$ cat config.mk
export PLATFORM = sky130hd
export DESIGN_NAME = tdf_diag
export DESIGN_NICKNAME = d
export VERILOG_FILES = /design/src/rtl/tdf_pkg.sv /design/src/rtl/tdf_diag.sv /design/src/rtl/tdf_mem.sv
export VERILOG_INCLUDE_DIRS = /design/src /design/src/rtl
export SDC_FILE = /design/constraint.sdc
export NUM_CORES = 2
export LEC_CHECK = 0
export ABC_CLOCK_PERIOD_IN_PS = 25200
export BUFFER_PORTS_ARGS = -buffer_cell sky130_fd_sc_hd__buf_2
export CORE_ASPECT_RATIO = 1.75
export CORE_MARGIN = 3
export CORE_UTILIZATION = 36
export CTS_CLUSTER_DIAMETER = 120
export DETAILED_ROUTE_END_ITERATION = 16
export SLEW_MARGIN = 10
export SYNTH_ARGS = -nofsm -noshare
export SYNTH_HDL_FRONTEND = slang
export SYNTH_SLANG_ARGS = --single-unit
$ cat constraint.sdc
create_clock -name ref_clk -period 25.2 [get_ports ref_clk]
set_input_delay 7.56 -clock ref_clk [delete_from_list [all_inputs] [get_ports ref_clk]]
set_output_delay 7.56 -clock ref_clk [all_outputs]
set_load 0.05 [all_outputs]
$ cat src/rtl/tdf_params.svh
// offsets, bit positions, scale factors and timing figures of the diagnostic page
// Notes on behaviour
// - temperature is signed 16 bits, 1/256 degree steps
// - supply is unsigned 16 bits, 100 uV steps
// - bias is unsigned 16 bits, 2 uA steps
// - optical powers unsigned 16 bits, 0.1 uW steps
// - status bit 7 shows transmit-disable pin level
// - status bit 6 soft disable, ORed with pin
// - status bits 5,4 show rate-select pin levels
// - status bit 3 soft receive rate, ORed with pin
// - status bits 2,1 mirror fault and signal-lost outputs
// - status bit 0 low once monitor data valid
// - soft commands take effect within 100 ms
// - alarm byte 112 holds eight threshold alarm flags
// - alarm byte 113 holds receive power alarms
// - warning byte 116 mirrors alarm byte 112 order
// - warning byte 117 holds receive power warnings
// - byte 118 bit 3 soft transmit rate, ORed
// - byte 118 bit 1 reads zero, select unused
// - byte 95 fixed checksum, never updated
// - live values as byte pairs from byte 96
// - thresholds as byte pairs in bytes 0-39
`ifndef TDF_PARAMS_SVH
`define TDF_PARAMS_SVH

`define TDF_DEV_ADDR      7'h51
`define TDF_OFS_CKSUM     8'h5F
`define TDF_OFS_LIVE      8'h60
`define TDF_OFS_LIVE_END  8'h69
`define TDF_OFS_STATUS    8'h6E
`define TDF_OFS_ALM_LO    8'h70
`define TDF_OFS_ALM_HI    8'h71
`define TDF_OFS_WRN_LO    8'h74
`define TDF_OFS_WRN_HI    8'h75
`define TDF_OFS_SOFT      8'h76
`define TDF_OFS_THR_END   8'h27
`define TDF_OFS_USER_LO   8'h80
`define TDF_OFS_USER_HI   8'hF7
`define TDF_BIT_SOFT_DIS  6
`define TDF_BIT_SOFT_RATE 3
`define TDF_CKSUM_VAL     8'h00
`define TDF_TEMP_LSB_DIV  256
`define TDF_VCC_LSB_UV    100
`define TDF_BIAS_LSB_UA   2
`define TDF_PWR_LSB_NW    100
`define TDF_SOFT_RESP_MS  100

`endif

$ cat src/rtl/tdf_pkg.sv
// types of the diagnostic page block
package tdf_pkg;
	typedef logic [15:0] tdf_word_t;
	typedef logic [7:0]  tdf_byte_t;
	typedef enum logic [3:0] {
		TDF_IDLE, TDF_ADDR, TDF_ADDR_ACK, TDF_PTR, TDF_PTR_ACK,
		TDF_WDATA, TDF_WDATA_ACK, TDF_RDATA, TDF_RACK
	} tdf_state_t;
endpackage

$ cat src/rtl/tdf_diag.sv
// diagnostic page: two-wire slave, live values, thresholds, flags and soft controls
`include "tdf_params.svh"
module tdf_diag (
	input  wire logic              ref_clk,
	input  wire logic              rst,
	input  wire logic              scl_in,
	input  wire logic              sda_in,
	output logic                   sda_out,
	output logic                   sda_oe,
	input  wire logic              tx_disable_pin,
	input  wire logic              tx_rate_select_pin,
	input  wire logic              rx_rate_select_pin,
	input  wire logic              tx_fault_src,
	input  wire logic              rx_sig_lost_src,
	input  wire logic              mon_valid,
	input  wire tdf_pkg::tdf_word_t mon_temp,
	input  wire tdf_pkg::tdf_word_t mon_vcc,
	input  wire tdf_pkg::tdf_word_t mon_bias,
	input  wire tdf_pkg::tdf_word_t mon_txpwr,
	input  wire tdf_pkg::tdf_word_t mon_rxpwr,
	output logic                   tx_fault_out,
	output logic                   rx_signal_lost_out,
	output logic                   tx_disable_eff,
	output logic                   tx_rate_high,
	output logic                   rx_rate_high,
	output logic                   data_ready_n
);
	import tdf_pkg::*;

	logic [2:0]  scl_s;
	logic [2:0]  sda_s;
	logic [1:0]  txdis_s;
	logic [1:0]  txrate_s;
	logic [1:0]  rxrate_s;
	logic [1:0]  fault_s;
	logic [1:0]  los_s;
	logic        scl_rise;
	logic        scl_fall;
	logic        bus_start;
	logic        bus_stop;
	tdf_state_t  state;
	logic [3:0]  bitcnt;
	tdf_byte_t   shift;
	tdf_byte_t   tx_sh;
	tdf_byte_t   ptr;
	logic        is_read;
	logic        nack;
	logic        wr_en;
	logic        soft_txdis;
	logic        soft_rxrate;
	logic        soft_txrate;
	tdf_byte_t   thr [0:39];
	tdf_word_t   live [0:4];
	tdf_word_t   shadow [0:4];
	tdf_word_t   thr_w [0:19];
	logic [4:0]  ah;
	logic [4:0]  al;
	logic [4:0]  wh;
	logic [4:0]  wl;
	tdf_byte_t   stat_byte;
	tdf_byte_t   soft_byte;
	tdf_byte_t   alarm_lo;
	tdf_byte_t   alarm_hi;
	tdf_byte_t   warn_lo;
	tdf_byte_t   warn_hi;
	tdf_byte_t   rd_byte;
	tdf_byte_t   mem_rdata;
	tdf_byte_t   live_idx;
	logic        mem_we;

	// input synchronisers, the first stage feeds only the second
	always_ff @(posedge ref_clk or posedge rst) begin
		if (rst) begin
			scl_s <= 3'h7;
			sda_s <= 3'h7;
		end else begin
			scl_s <= {scl_s[1:0], scl_in};
			sda_s <= {sda_s[1:0], sda_in};
		end
	end

	always_ff @(posedge ref_clk or posedge rst) begin
		if (rst) begin
			txdis_s  <= 2'h0;
			txrate_s <= 2'h0;
			rxrate_s <= 2'h0;
			fault_s  <= 2'h0;
			los_s    <= 2'h0;
		end else begin
			txdis_s  <= {txdis_s[0], tx_disable_pin};
			txrate_s <= {txrate_s[0], tx_rate_select_pin};
			rxrate_s <= {rxrate_s[0], rx_rate_select_pin};
			fault_s  <= {fault_s[0], tx_fault_src};
			los_s    <= {los_s[0], rx_sig_lost_src};
		end
	end

	assign scl_rise  = scl_s[1] & ~scl_s[2];
	assign scl_fall  = ~scl_s[1] & scl_s[2];
	assign bus_start = scl_s[1] & scl_s[2] & ~sda_s[1] & sda_s[2];
	assign bus_stop  = scl_s[1] & scl_s[2] & sda_s[1] & ~sda_s[2];

	// two-wire slave sequencer
	always_ff @(posedge ref_clk or posedge rst) begin
		if (rst) begin
			state   <= TDF_IDLE;
			bitcnt  <= 4'h0;
			shift   <= 8'h00;
			tx_sh   <= 8'h00;
			ptr     <= 8'h00;
			is_read <= 1'b0;
			nack    <= 1'b0;
			wr_en   <= 1'b0;
		end else begin
			wr_en <= 1'b0;
			if (bus_start) begin
				state  <= TDF_ADDR;
				bitcnt <= 4'h0;
			end else if (bus_stop) begin
				state <= TDF_IDLE;
			end else if (scl_rise) begin
				case (state)
					TDF_ADDR, TDF_PTR, TDF_WDATA: begin
						shift  <= {shift[6:0], sda_s[1]};
						bitcnt <= bitcnt + 4'h1;
					end
					TDF_RDATA: bitcnt <= bitcnt + 4'h1;
					TDF_RACK:  nack <= sda_s[1];
					default:   ;
				endcase
			end else if (scl_fall) begin
				case (state)
					TDF_ADDR: begin
						if (bitcnt == 4'h8) begin
							if (shift[7:1] == `TDF_DEV_ADDR) begin
								state   <= TDF_ADDR_ACK;
								is_read <= shift[0];
							end else begin
								state <= TDF_IDLE;
							end
						end
					end
					TDF_ADDR_ACK: begin
						bitcnt <= 4'h0;
						if (is_read) begin
							state <= TDF_RDATA;
							tx_sh <= rd_byte;
						end else begin
							state <= TDF_PTR;
						end
					end
					TDF_PTR: begin
						if (bitcnt == 4'h8) begin
							ptr   <= shift;
							state <= TDF_PTR_ACK;
						end
					end
					TDF_PTR_ACK: begin
						state  <= TDF_WDATA;
						bitcnt <= 4'h0;
					end
					TDF_WDATA: begin
						if (bitcnt == 4'h8) begin
							wr_en <= 1'b1;
							state <= TDF_WDATA_ACK;
						end
					end
					TDF_WDATA_ACK: begin
						ptr    <= ptr + 8'h01;
						state  <= TDF_WDATA;
						bitcnt <= 4'h0;
					end
					TDF_RDATA: begin
						if (bitcnt == 4'h8) begin
							state <= TDF_RACK;
							ptr   <= ptr + 8'h01;
						end else begin
							tx_sh <= {tx_sh[6:0], 1'b0};
						end
					end
					TDF_RACK: begin
						bitcnt <= 4'h0;
						if (nack) begin
							state <= TDF_IDLE;
						end else begin
							state <= TDF_RDATA;
							tx_sh <= rd_byte;
						end
					end
					default: state <= TDF_IDLE;
				endcase
			end
		end
	end

	// open-drain data line, only ever pulled low
	assign sda_out = 1'b0;
	always_comb begin
		case (state)
			TDF_ADDR_ACK, TDF_PTR_ACK, TDF_WDATA_ACK: sda_oe = 1'b1;
			TDF_RDATA: sda_oe = ~tx_sh[7];
			default:   sda_oe = 1'b0;
		endcase
	end

	// soft controls, applied the cycle after the write byte
	always_ff @(posedge ref_clk or posedge rst) begin
		if (rst) begin
			soft_txdis  <= 1'b0;
			soft_rxrate <= 1'b0;
			soft_txrate <= 1'b0;
		end else if (wr_en) begin
			if (ptr == `TDF_OFS_STATUS) begin
				soft_txdis  <= shift[`TDF_BIT_SOFT_DIS];
				soft_rxrate <= shift[`TDF_BIT_SOFT_RATE];
			end
			if (ptr == `TDF_OFS_SOFT) begin
				soft_txrate <= shift[`TDF_BIT_SOFT_RATE];
			end
		end
	end

	always_ff @(posedge ref_clk or posedge rst) begin
		if (rst) begin
			tx_disable_eff     <= 1'b1;
			tx_rate_high       <= 1'b0;
			rx_rate_high       <= 1'b0;
			tx_fault_out       <= 1'b0;
			rx_signal_lost_out <= 1'b0;
		end else begin
			tx_disable_eff     <= soft_txdis | txdis_s[1];
			tx_rate_high       <= soft_txrate | txrate_s[1];
			rx_rate_high       <= soft_rxrate | rxrate_s[1];
			tx_fault_out       <= fault_s[1];
			rx_signal_lost_out <= los_s[1];
		end
	end

	// thresholds, writable byte pairs in bytes 0-39
	always_ff @(posedge ref_clk or posedge rst) begin
		if (rst) begin
			for (int i = 0; i < 40; i++) begin
				thr[i] <= 8'h00;
			end
		end else if (wr_en && ptr <= `TDF_OFS_THR_END) begin
			thr[ptr[5:0]] <= shift;
		end
	end

	// live values, and a per-transaction copy so pairs stay coherent
	always_ff @(posedge ref_clk or posedge rst) begin
		if (rst) begin
			for (int i = 0; i < 5; i++) begin
				live[i]   <= 16'h0000;
				shadow[i] <= 16'h0000;
			end
			data_ready_n <= 1'b1;
		end else begin
			if (mon_valid) begin
				live[0]      <= mon_temp;
				live[1]      <= mon_vcc;
				live[2]      <= mon_bias;
				live[3]      <= mon_txpwr;
				live[4]      <= mon_rxpwr;
				data_ready_n <= 1'b0;
			end
			if (bus_start) begin
				for (int i = 0; i < 5; i++) begin
					shadow[i] <= live[i];
				end
			end
		end
	end

	function automatic logic above(input tdf_word_t v, input tdf_word_t t, input logic sgn);
		above = sgn ? ($signed(v) > $signed(t)) : (v > t);
	endfunction

	// flags per channel, recomputed at each update
	genvar ch;
	generate
		for (ch = 0; ch < 5; ch++) begin : g_ch
			for (genvar k = 0; k < 4; k++) begin : g_thr
				assign thr_w[ch*4+k] = {thr[ch*8+k*2], thr[ch*8+k*2+1]};
			end
			always_ff @(posedge ref_clk or posedge rst) begin
				if (rst) begin
					ah[ch] <= 1'b0;
					al[ch] <= 1'b0;
					wh[ch] <= 1'b0;
					wl[ch] <= 1'b0;
				end else if (mon_valid) begin
					ah[ch] <= above(live[ch], thr_w[ch*4], ch == 0);
					al[ch] <= above(thr_w[ch*4+1], live[ch], ch == 0);
					wh[ch] <= above(live[ch], thr_w[ch*4+2], ch == 0);
					wl[ch] <= above(thr_w[ch*4+3], live[ch], ch == 0);
				end
			end
		end
	endgenerate

	assign alarm_lo  = {ah[0], al[0], ah[1], al[1], ah[2], al[2], ah[3], al[3]};
	assign alarm_hi  = {ah[4], al[4], 6'h00};
	assign warn_lo   = {wh[0], wl[0], wh[1], wl[1], wh[2], wl[2], wh[3], wl[3]};
	assign warn_hi   = {wh[4], wl[4], 6'h00};
	assign stat_byte = {txdis_s[1], soft_txdis, txrate_s[1], rxrate_s[1],
		soft_rxrate, tx_fault_out, rx_signal_lost_out, data_ready_n};
	assign soft_byte = {4'h0, soft_txrate, 3'h0};

	// user memory above byte 127
	assign mem_we   = wr_en && ptr >= `TDF_OFS_USER_LO && ptr <= `TDF_OFS_USER_HI;
	assign live_idx = ptr - `TDF_OFS_LIVE;

	tdf_mem #(.AW(7), .DW(8)) u_mem (
		.ref_clk (ref_clk),
		.rst     (rst),
		.we      (mem_we),
		.waddr   (ptr[6:0]),
		.wdata   (shift),
		.raddr   (ptr[6:0]),
		.rdata   (mem_rdata)
	);

	// read data selection
	always_comb begin
		rd_byte = 8'h00;
		if (ptr[7]) begin
			rd_byte = mem_rdata;
		end else if (ptr <= `TDF_OFS_THR_END) begin
			rd_byte = thr[ptr[5:0]];
		end else if (ptr >= `TDF_OFS_LIVE && ptr <= `TDF_OFS_LIVE_END) begin
			rd_byte = live_idx[0] ? shadow[live_idx[3:1]][7:0]
				: shadow[live_idx[3:1]][15:8];
		end else begin
			case (ptr)
				`TDF_OFS_CKSUM:  rd_byte = `TDF_CKSUM_VAL;
				`TDF_OFS_STATUS: rd_byte = stat_byte;
				`TDF_OFS_ALM_LO: rd_byte = alarm_lo;
				`TDF_OFS_ALM_HI: rd_byte = alarm_hi;
				`TDF_OFS_WRN_LO: rd_byte = warn_lo;
				`TDF_OFS_WRN_HI: rd_byte = warn_hi;
				`TDF_OFS_SOFT:   rd_byte = soft_byte;
				default:         rd_byte = 8'h00;
			endcase
		end
	end

	chk_temp_signed: assert property (@(posedge ref_clk) disable iff (rst)
		mon_valid && ($signed(live[0]) < $signed(thr_w[0])) |=> !ah[0])
		else $error("temperature high alarm ignores sign");
	chk_vcc_capture: assert property (@(posedge ref_clk) disable iff (rst)
		mon_valid |=> live[1] == $past(mon_vcc))
		else $error("supply value not captured");
	chk_bias_low: assert property (@(posedge ref_clk) disable iff (rst)
		mon_valid && live[2] < thr_w[9] |=> al[2] && alarm_lo[2])
		else $error("bias low alarm missing");
	chk_rx_warn: assert property (@(posedge ref_clk) disable iff (rst)
		mon_valid && live[4] > thr_w[18] |=> warn_hi[7])
		else $error("receive power high warning missing");
	chk_pin_mirror: assert property (@(posedge ref_clk) disable iff (rst)
		stat_byte[7] == $past(tx_disable_pin, 2))
		else $error("disable pin state not mirrored");
	chk_dis_or: assert property (@(posedge ref_clk) disable iff (rst)
		(soft_txdis || txdis_s[1]) |=> tx_disable_eff)
		else $error("transmitter not disabled");
	chk_soft_resp: assert property (@(posedge ref_clk) disable iff (rst)
		wr_en && ptr == `TDF_OFS_SOFT && shift[3] |-> ##[1:2] tx_rate_high)
		else $error("soft rate command too slow");
	chk_ready_low: assert property (@(posedge ref_clk) disable iff (rst)
		mon_valid |=> !data_ready_n && !stat_byte[0])
		else $error("data ready not shown");
	chk_reserved_zero: assert property (@(posedge ref_clk) disable iff (rst)
		(ptr == `TDF_OFS_ALM_HI || ptr == `TDF_OFS_WRN_HI) |-> rd_byte[5:0] == 6'h00)
		else $error("reserved flag bits set");
	chk_power_level: assert property (@(posedge ref_clk) disable iff (rst)
		ptr == `TDF_OFS_SOFT |-> rd_byte[7:4] == 4'h0 && rd_byte[2:0] == 3'h0)
		else $error("reserved or power level bits set");
	chk_cksum_fixed: assert property (@(posedge ref_clk) disable iff (rst)
		ptr == `TDF_OFS_CKSUM |-> rd_byte == `TDF_CKSUM_VAL)
		else $error("checksum byte changed");
endmodule

$ cat src/rtl/tdf_mem.sv
// user byte memory with registered read
module tdf_mem #(
	parameter int AW = 7,
	parameter int DW = 8
) (
	input  wire logic          ref_clk,
	input  wire logic          rst,
	input  wire logic          we,
	input  wire logic [AW-1:0] waddr,
	input  wire logic [DW-1:0] wdata,
	input  wire logic [AW-1:0] raddr,
	output logic      [DW-1:0] rdata
);
	logic [DW-1:0] mem [0:(1<<AW)-1];

	always_ff @(posedge ref_clk) begin
		if (we) begin
			mem[waddr] <= wdata;
		end
	end

	always_ff @(posedge ref_clk or posedge rst) begin
		if (rst) begin
			rdata <= '0;
		end else begin
			rdata <= mem[raddr];
		end
	end
endmodule

==> impl_metrics.yaml <==
outcome:
  status: "complete, no violations"
grt:
  grt_util_all_layers_pct: 24.2
  gr-total-overflow: 0
  grt_pass1_wl_mm: 362
  grt_max_degree: 108
  antenna_found_initial: 6
  first_global_vias: 48700
floorplanning:
  floorplan.initialDensity_pct: 36.3
  die_h_um: 600
  row_count: 217
  die-area_um2: 207000
  io-pin-count: 98
  design.core.area_um2: 200000
  fp.dieW_um: 346
clocking:
  htreeDepth: 4
  post_cts_resized: 0
  cts.path.max_buffers: 4
  cts_buffers: 150
  root_buffer: "clkbuf_16"
  postCtsHoldBufs: 0
  clk_pin_slew_worst_paths_ps: 70
  cts.sinks: 1592
  cts_setup_buffers: 0
  clk_latency_ps: 810
  cts_tree: "built"
worst_setup_path:
  worstReg2RegEnd: "u_mem.rdata[6]"
  end_kind: "output pin"
  cp-start-kind: "register"
  critical_path_class: "reg2out"
  ff2ff_path_depth: 8
  crit_fanout: 13
  crit_slowest_cell: "dfrtp_1"
  critPathMaxStageDelay_ps: 550
  required_ps: 17640
  ff2ff_setup_slack_ps: 19880
  critPathArrivalTime_ps: 2340
  crit_chain: "nand2_1, o22a_1, nor2_1, buf_2"
  r2r_start: "ptr[1]"
layout:
  fill_cells: 18400
  areaGrowthSynthToFinish_pct: 11.1
  layout-drive-gt1-share_pct: 17.1
  finalNonFillerCells: 8191
  fin_nets: 5878
timing:
  fin_tns_setup_ps: 0
  worst_hold_slack_ps: 338
  report.final.slew_viol_count: 0
  fmax_mhz: 101
  rsz0062_at_grt: "no"
  finalHoldViolations: 0
  finalSetupViolCount: 0
  tightest_slew_ps: 1320
  clock_skew_ps: 50.8
  period_needed_ps: 9900
  slew_headroom_pct: 10.7
  fin_crit_sh_pct: 39.3
yosys:
  syn_area_um2: 72600
  synth_edf_count: 1024
  yosys.cell_types.count: 87
  synth_most_common_cell: "edfxtp_1"
  ys_async_sr_fraction_pct: 35.7
  ys_warn_count: 0
  synth_top_cell_area_share_pct: 42.3
  ys_seq_area_share_pct: 61.9
  ys_seq_elements: 1592
  yosys.area.top_type: "edfxtp_1"
  synthCells: 5334
  synth_area_per_cell_um2: 13.6
  synth-main-ff-cell: "edfxtp_1"
  synth_common_cells: "edfxtp_1 (1,024), dfrtp_1 (560), nand2_1 (455), o21ai_0 (454), ha_1 (330)"
  synthTopCellsByArea: "edfxtp_1 (42%), dfrtp_1 (19%), ha_1 (5.7%), mux4_2 (5.0%), mux2_2 (4.1%)"
place:
  io_buffers: 96
  gp_congestion: 0.981
  dp_hpwl_mm: 174
  dp.cells: 7932
min_path:
  hold_end: "los_s[1]"
  hold_start: "los_s[0]"
  min_path_type: "reg2reg"
  hold_depth: 0
drt:
  avgViaCountPerCell: 5.86
  avgRoutedWirePerCell_um: 31.3
  drtIter0Drc: 4519
  drc: 0
  drtAntennaViolNets: 0
  wl_mm: 256
  drtPass1Iterations: 9
  num_vias: 48000
flow_run:
  cap_violations: 0
pwr:
  p_leak_nw: 30.1
  p_per_area_nw_per_um2: 70.6
  peakVddDrop_mv: 0.0439
[worst max-delay path: cells and delay by family, from the launching register on]
kind	cells	cell delay, ps
and+or+nand+nor	2	430
buffers and inverters	1	330
AOI/OAI and AO/OA	1	220
DFF	1	550
[worst max path at each step]
stage	slack [ps]	to	startpoint	cells past startpoint
floorplan	1770	ah[0]	rst	1
global placement	14810	shift[2]	rst	4
detailed placement	14740	shift[3]	rst	4
CTS	15300	sda_oe	state[2]	4
global route	15160	sda_oe	state[2]	4
finish	15300	sda_oe	state[2]	4
[placed cells by master, fill, tap and decap left out, types with 58 or more instances in the layout]
cell / n
o22ai_1: 58
ha_1: 330
a21oi_1: 161
clkbuf_16: 153
a22oi_1: 62
mux2_2: 266
a221oi_1: 151
o21ai_0: 454
inv_1: 266
mux2i_1: 168
nand4_1: 80
a21o_1: 81
buf_2: 95
mux4_2: 162
conb_1: 65
nand2_1: 453
nor2_1: 282
edfxtp_1: 1024
buf_4: 114
dfrtp_1: 547
[registers in the layout, indices dropped and copies added (netlist names), 3 cells and up]
register / count
shadow: 80
live: 80
ah: 5
warn_lo: 8
state: 4
scl_s: 3
ptr: 8
tx_sh: 8
al: 5
u_mem.rdata: 8
shift: 8
u_mem.mem: 1024
thr: 320
sda_s: 3
bitcnt: 4
[metal layers]
layer / routed length [µm] / global-route usage, %
met1: 83100 / 25.0
met2: 128000 / 42.4
met3: 16000 / 3.59
met4: 28900 / 22.3
met5: 55 / 0
[cell families after synthesis]
group           synth area share [%]
other cells                  0.00516
xor+xnor                      0.0121
buf+inv                         3.74
mux                             11.6
compound gates                  10.7
flops                           61.9
fa+ha+maj                       5.68
simple gates                    6.33
[per-stage QoR]
stage / utilization (%) / cell area [µm²] / power (W) / worst slack, ps
2_1_floorplan: - / 72900 / 0.00326 / 1770
3_3_place_gp: 38.0 / 76000 / 0.00347 / 14810
3_5_place_dp: 38.0 / 76000 / 0.00349 / 14740
4_1_cts: 40.3 / 80700 / 0.00573 / 15300
5_1_grt: 40.3 / 80700 / 0.00586 / 15160
6_report: 40.3 / 80700 / 0.00570 / 15300
[final cells by class]
| class | count | area (µm²) | share of cell area [%] |
|---|---|---|---|
| diodes | 3 | 7.51 | 0.00930 |
| clock buffers | 184 | 4020 | 4.97 |
| clock inverters | 70 | 669 | 0.829 |
| inverters | 273 | 1040 | 1.28 |
| multi-input cells | 3226 | 25300 | 31.3 |
| flip-flops and latches | 1592 | 45000 | 55.8 |
| well taps | 2628 | 3290 | 4.07 |
| repair buffers | 215 | 1430 | 1.77 |
[power breakdown]
group / leakage, nW / switching (W) / internal [W]
Combinational: 10.9 / 0.000287 / 0.0000927
Clock: 2.27 / 0.00101 / 0.00125
Sequential: 16.9 / 0.000120 / 0.00294
Total: 30.1 / 0.00142 / 0.00428
Note: power is estimated with default switching activity, not from simulation.
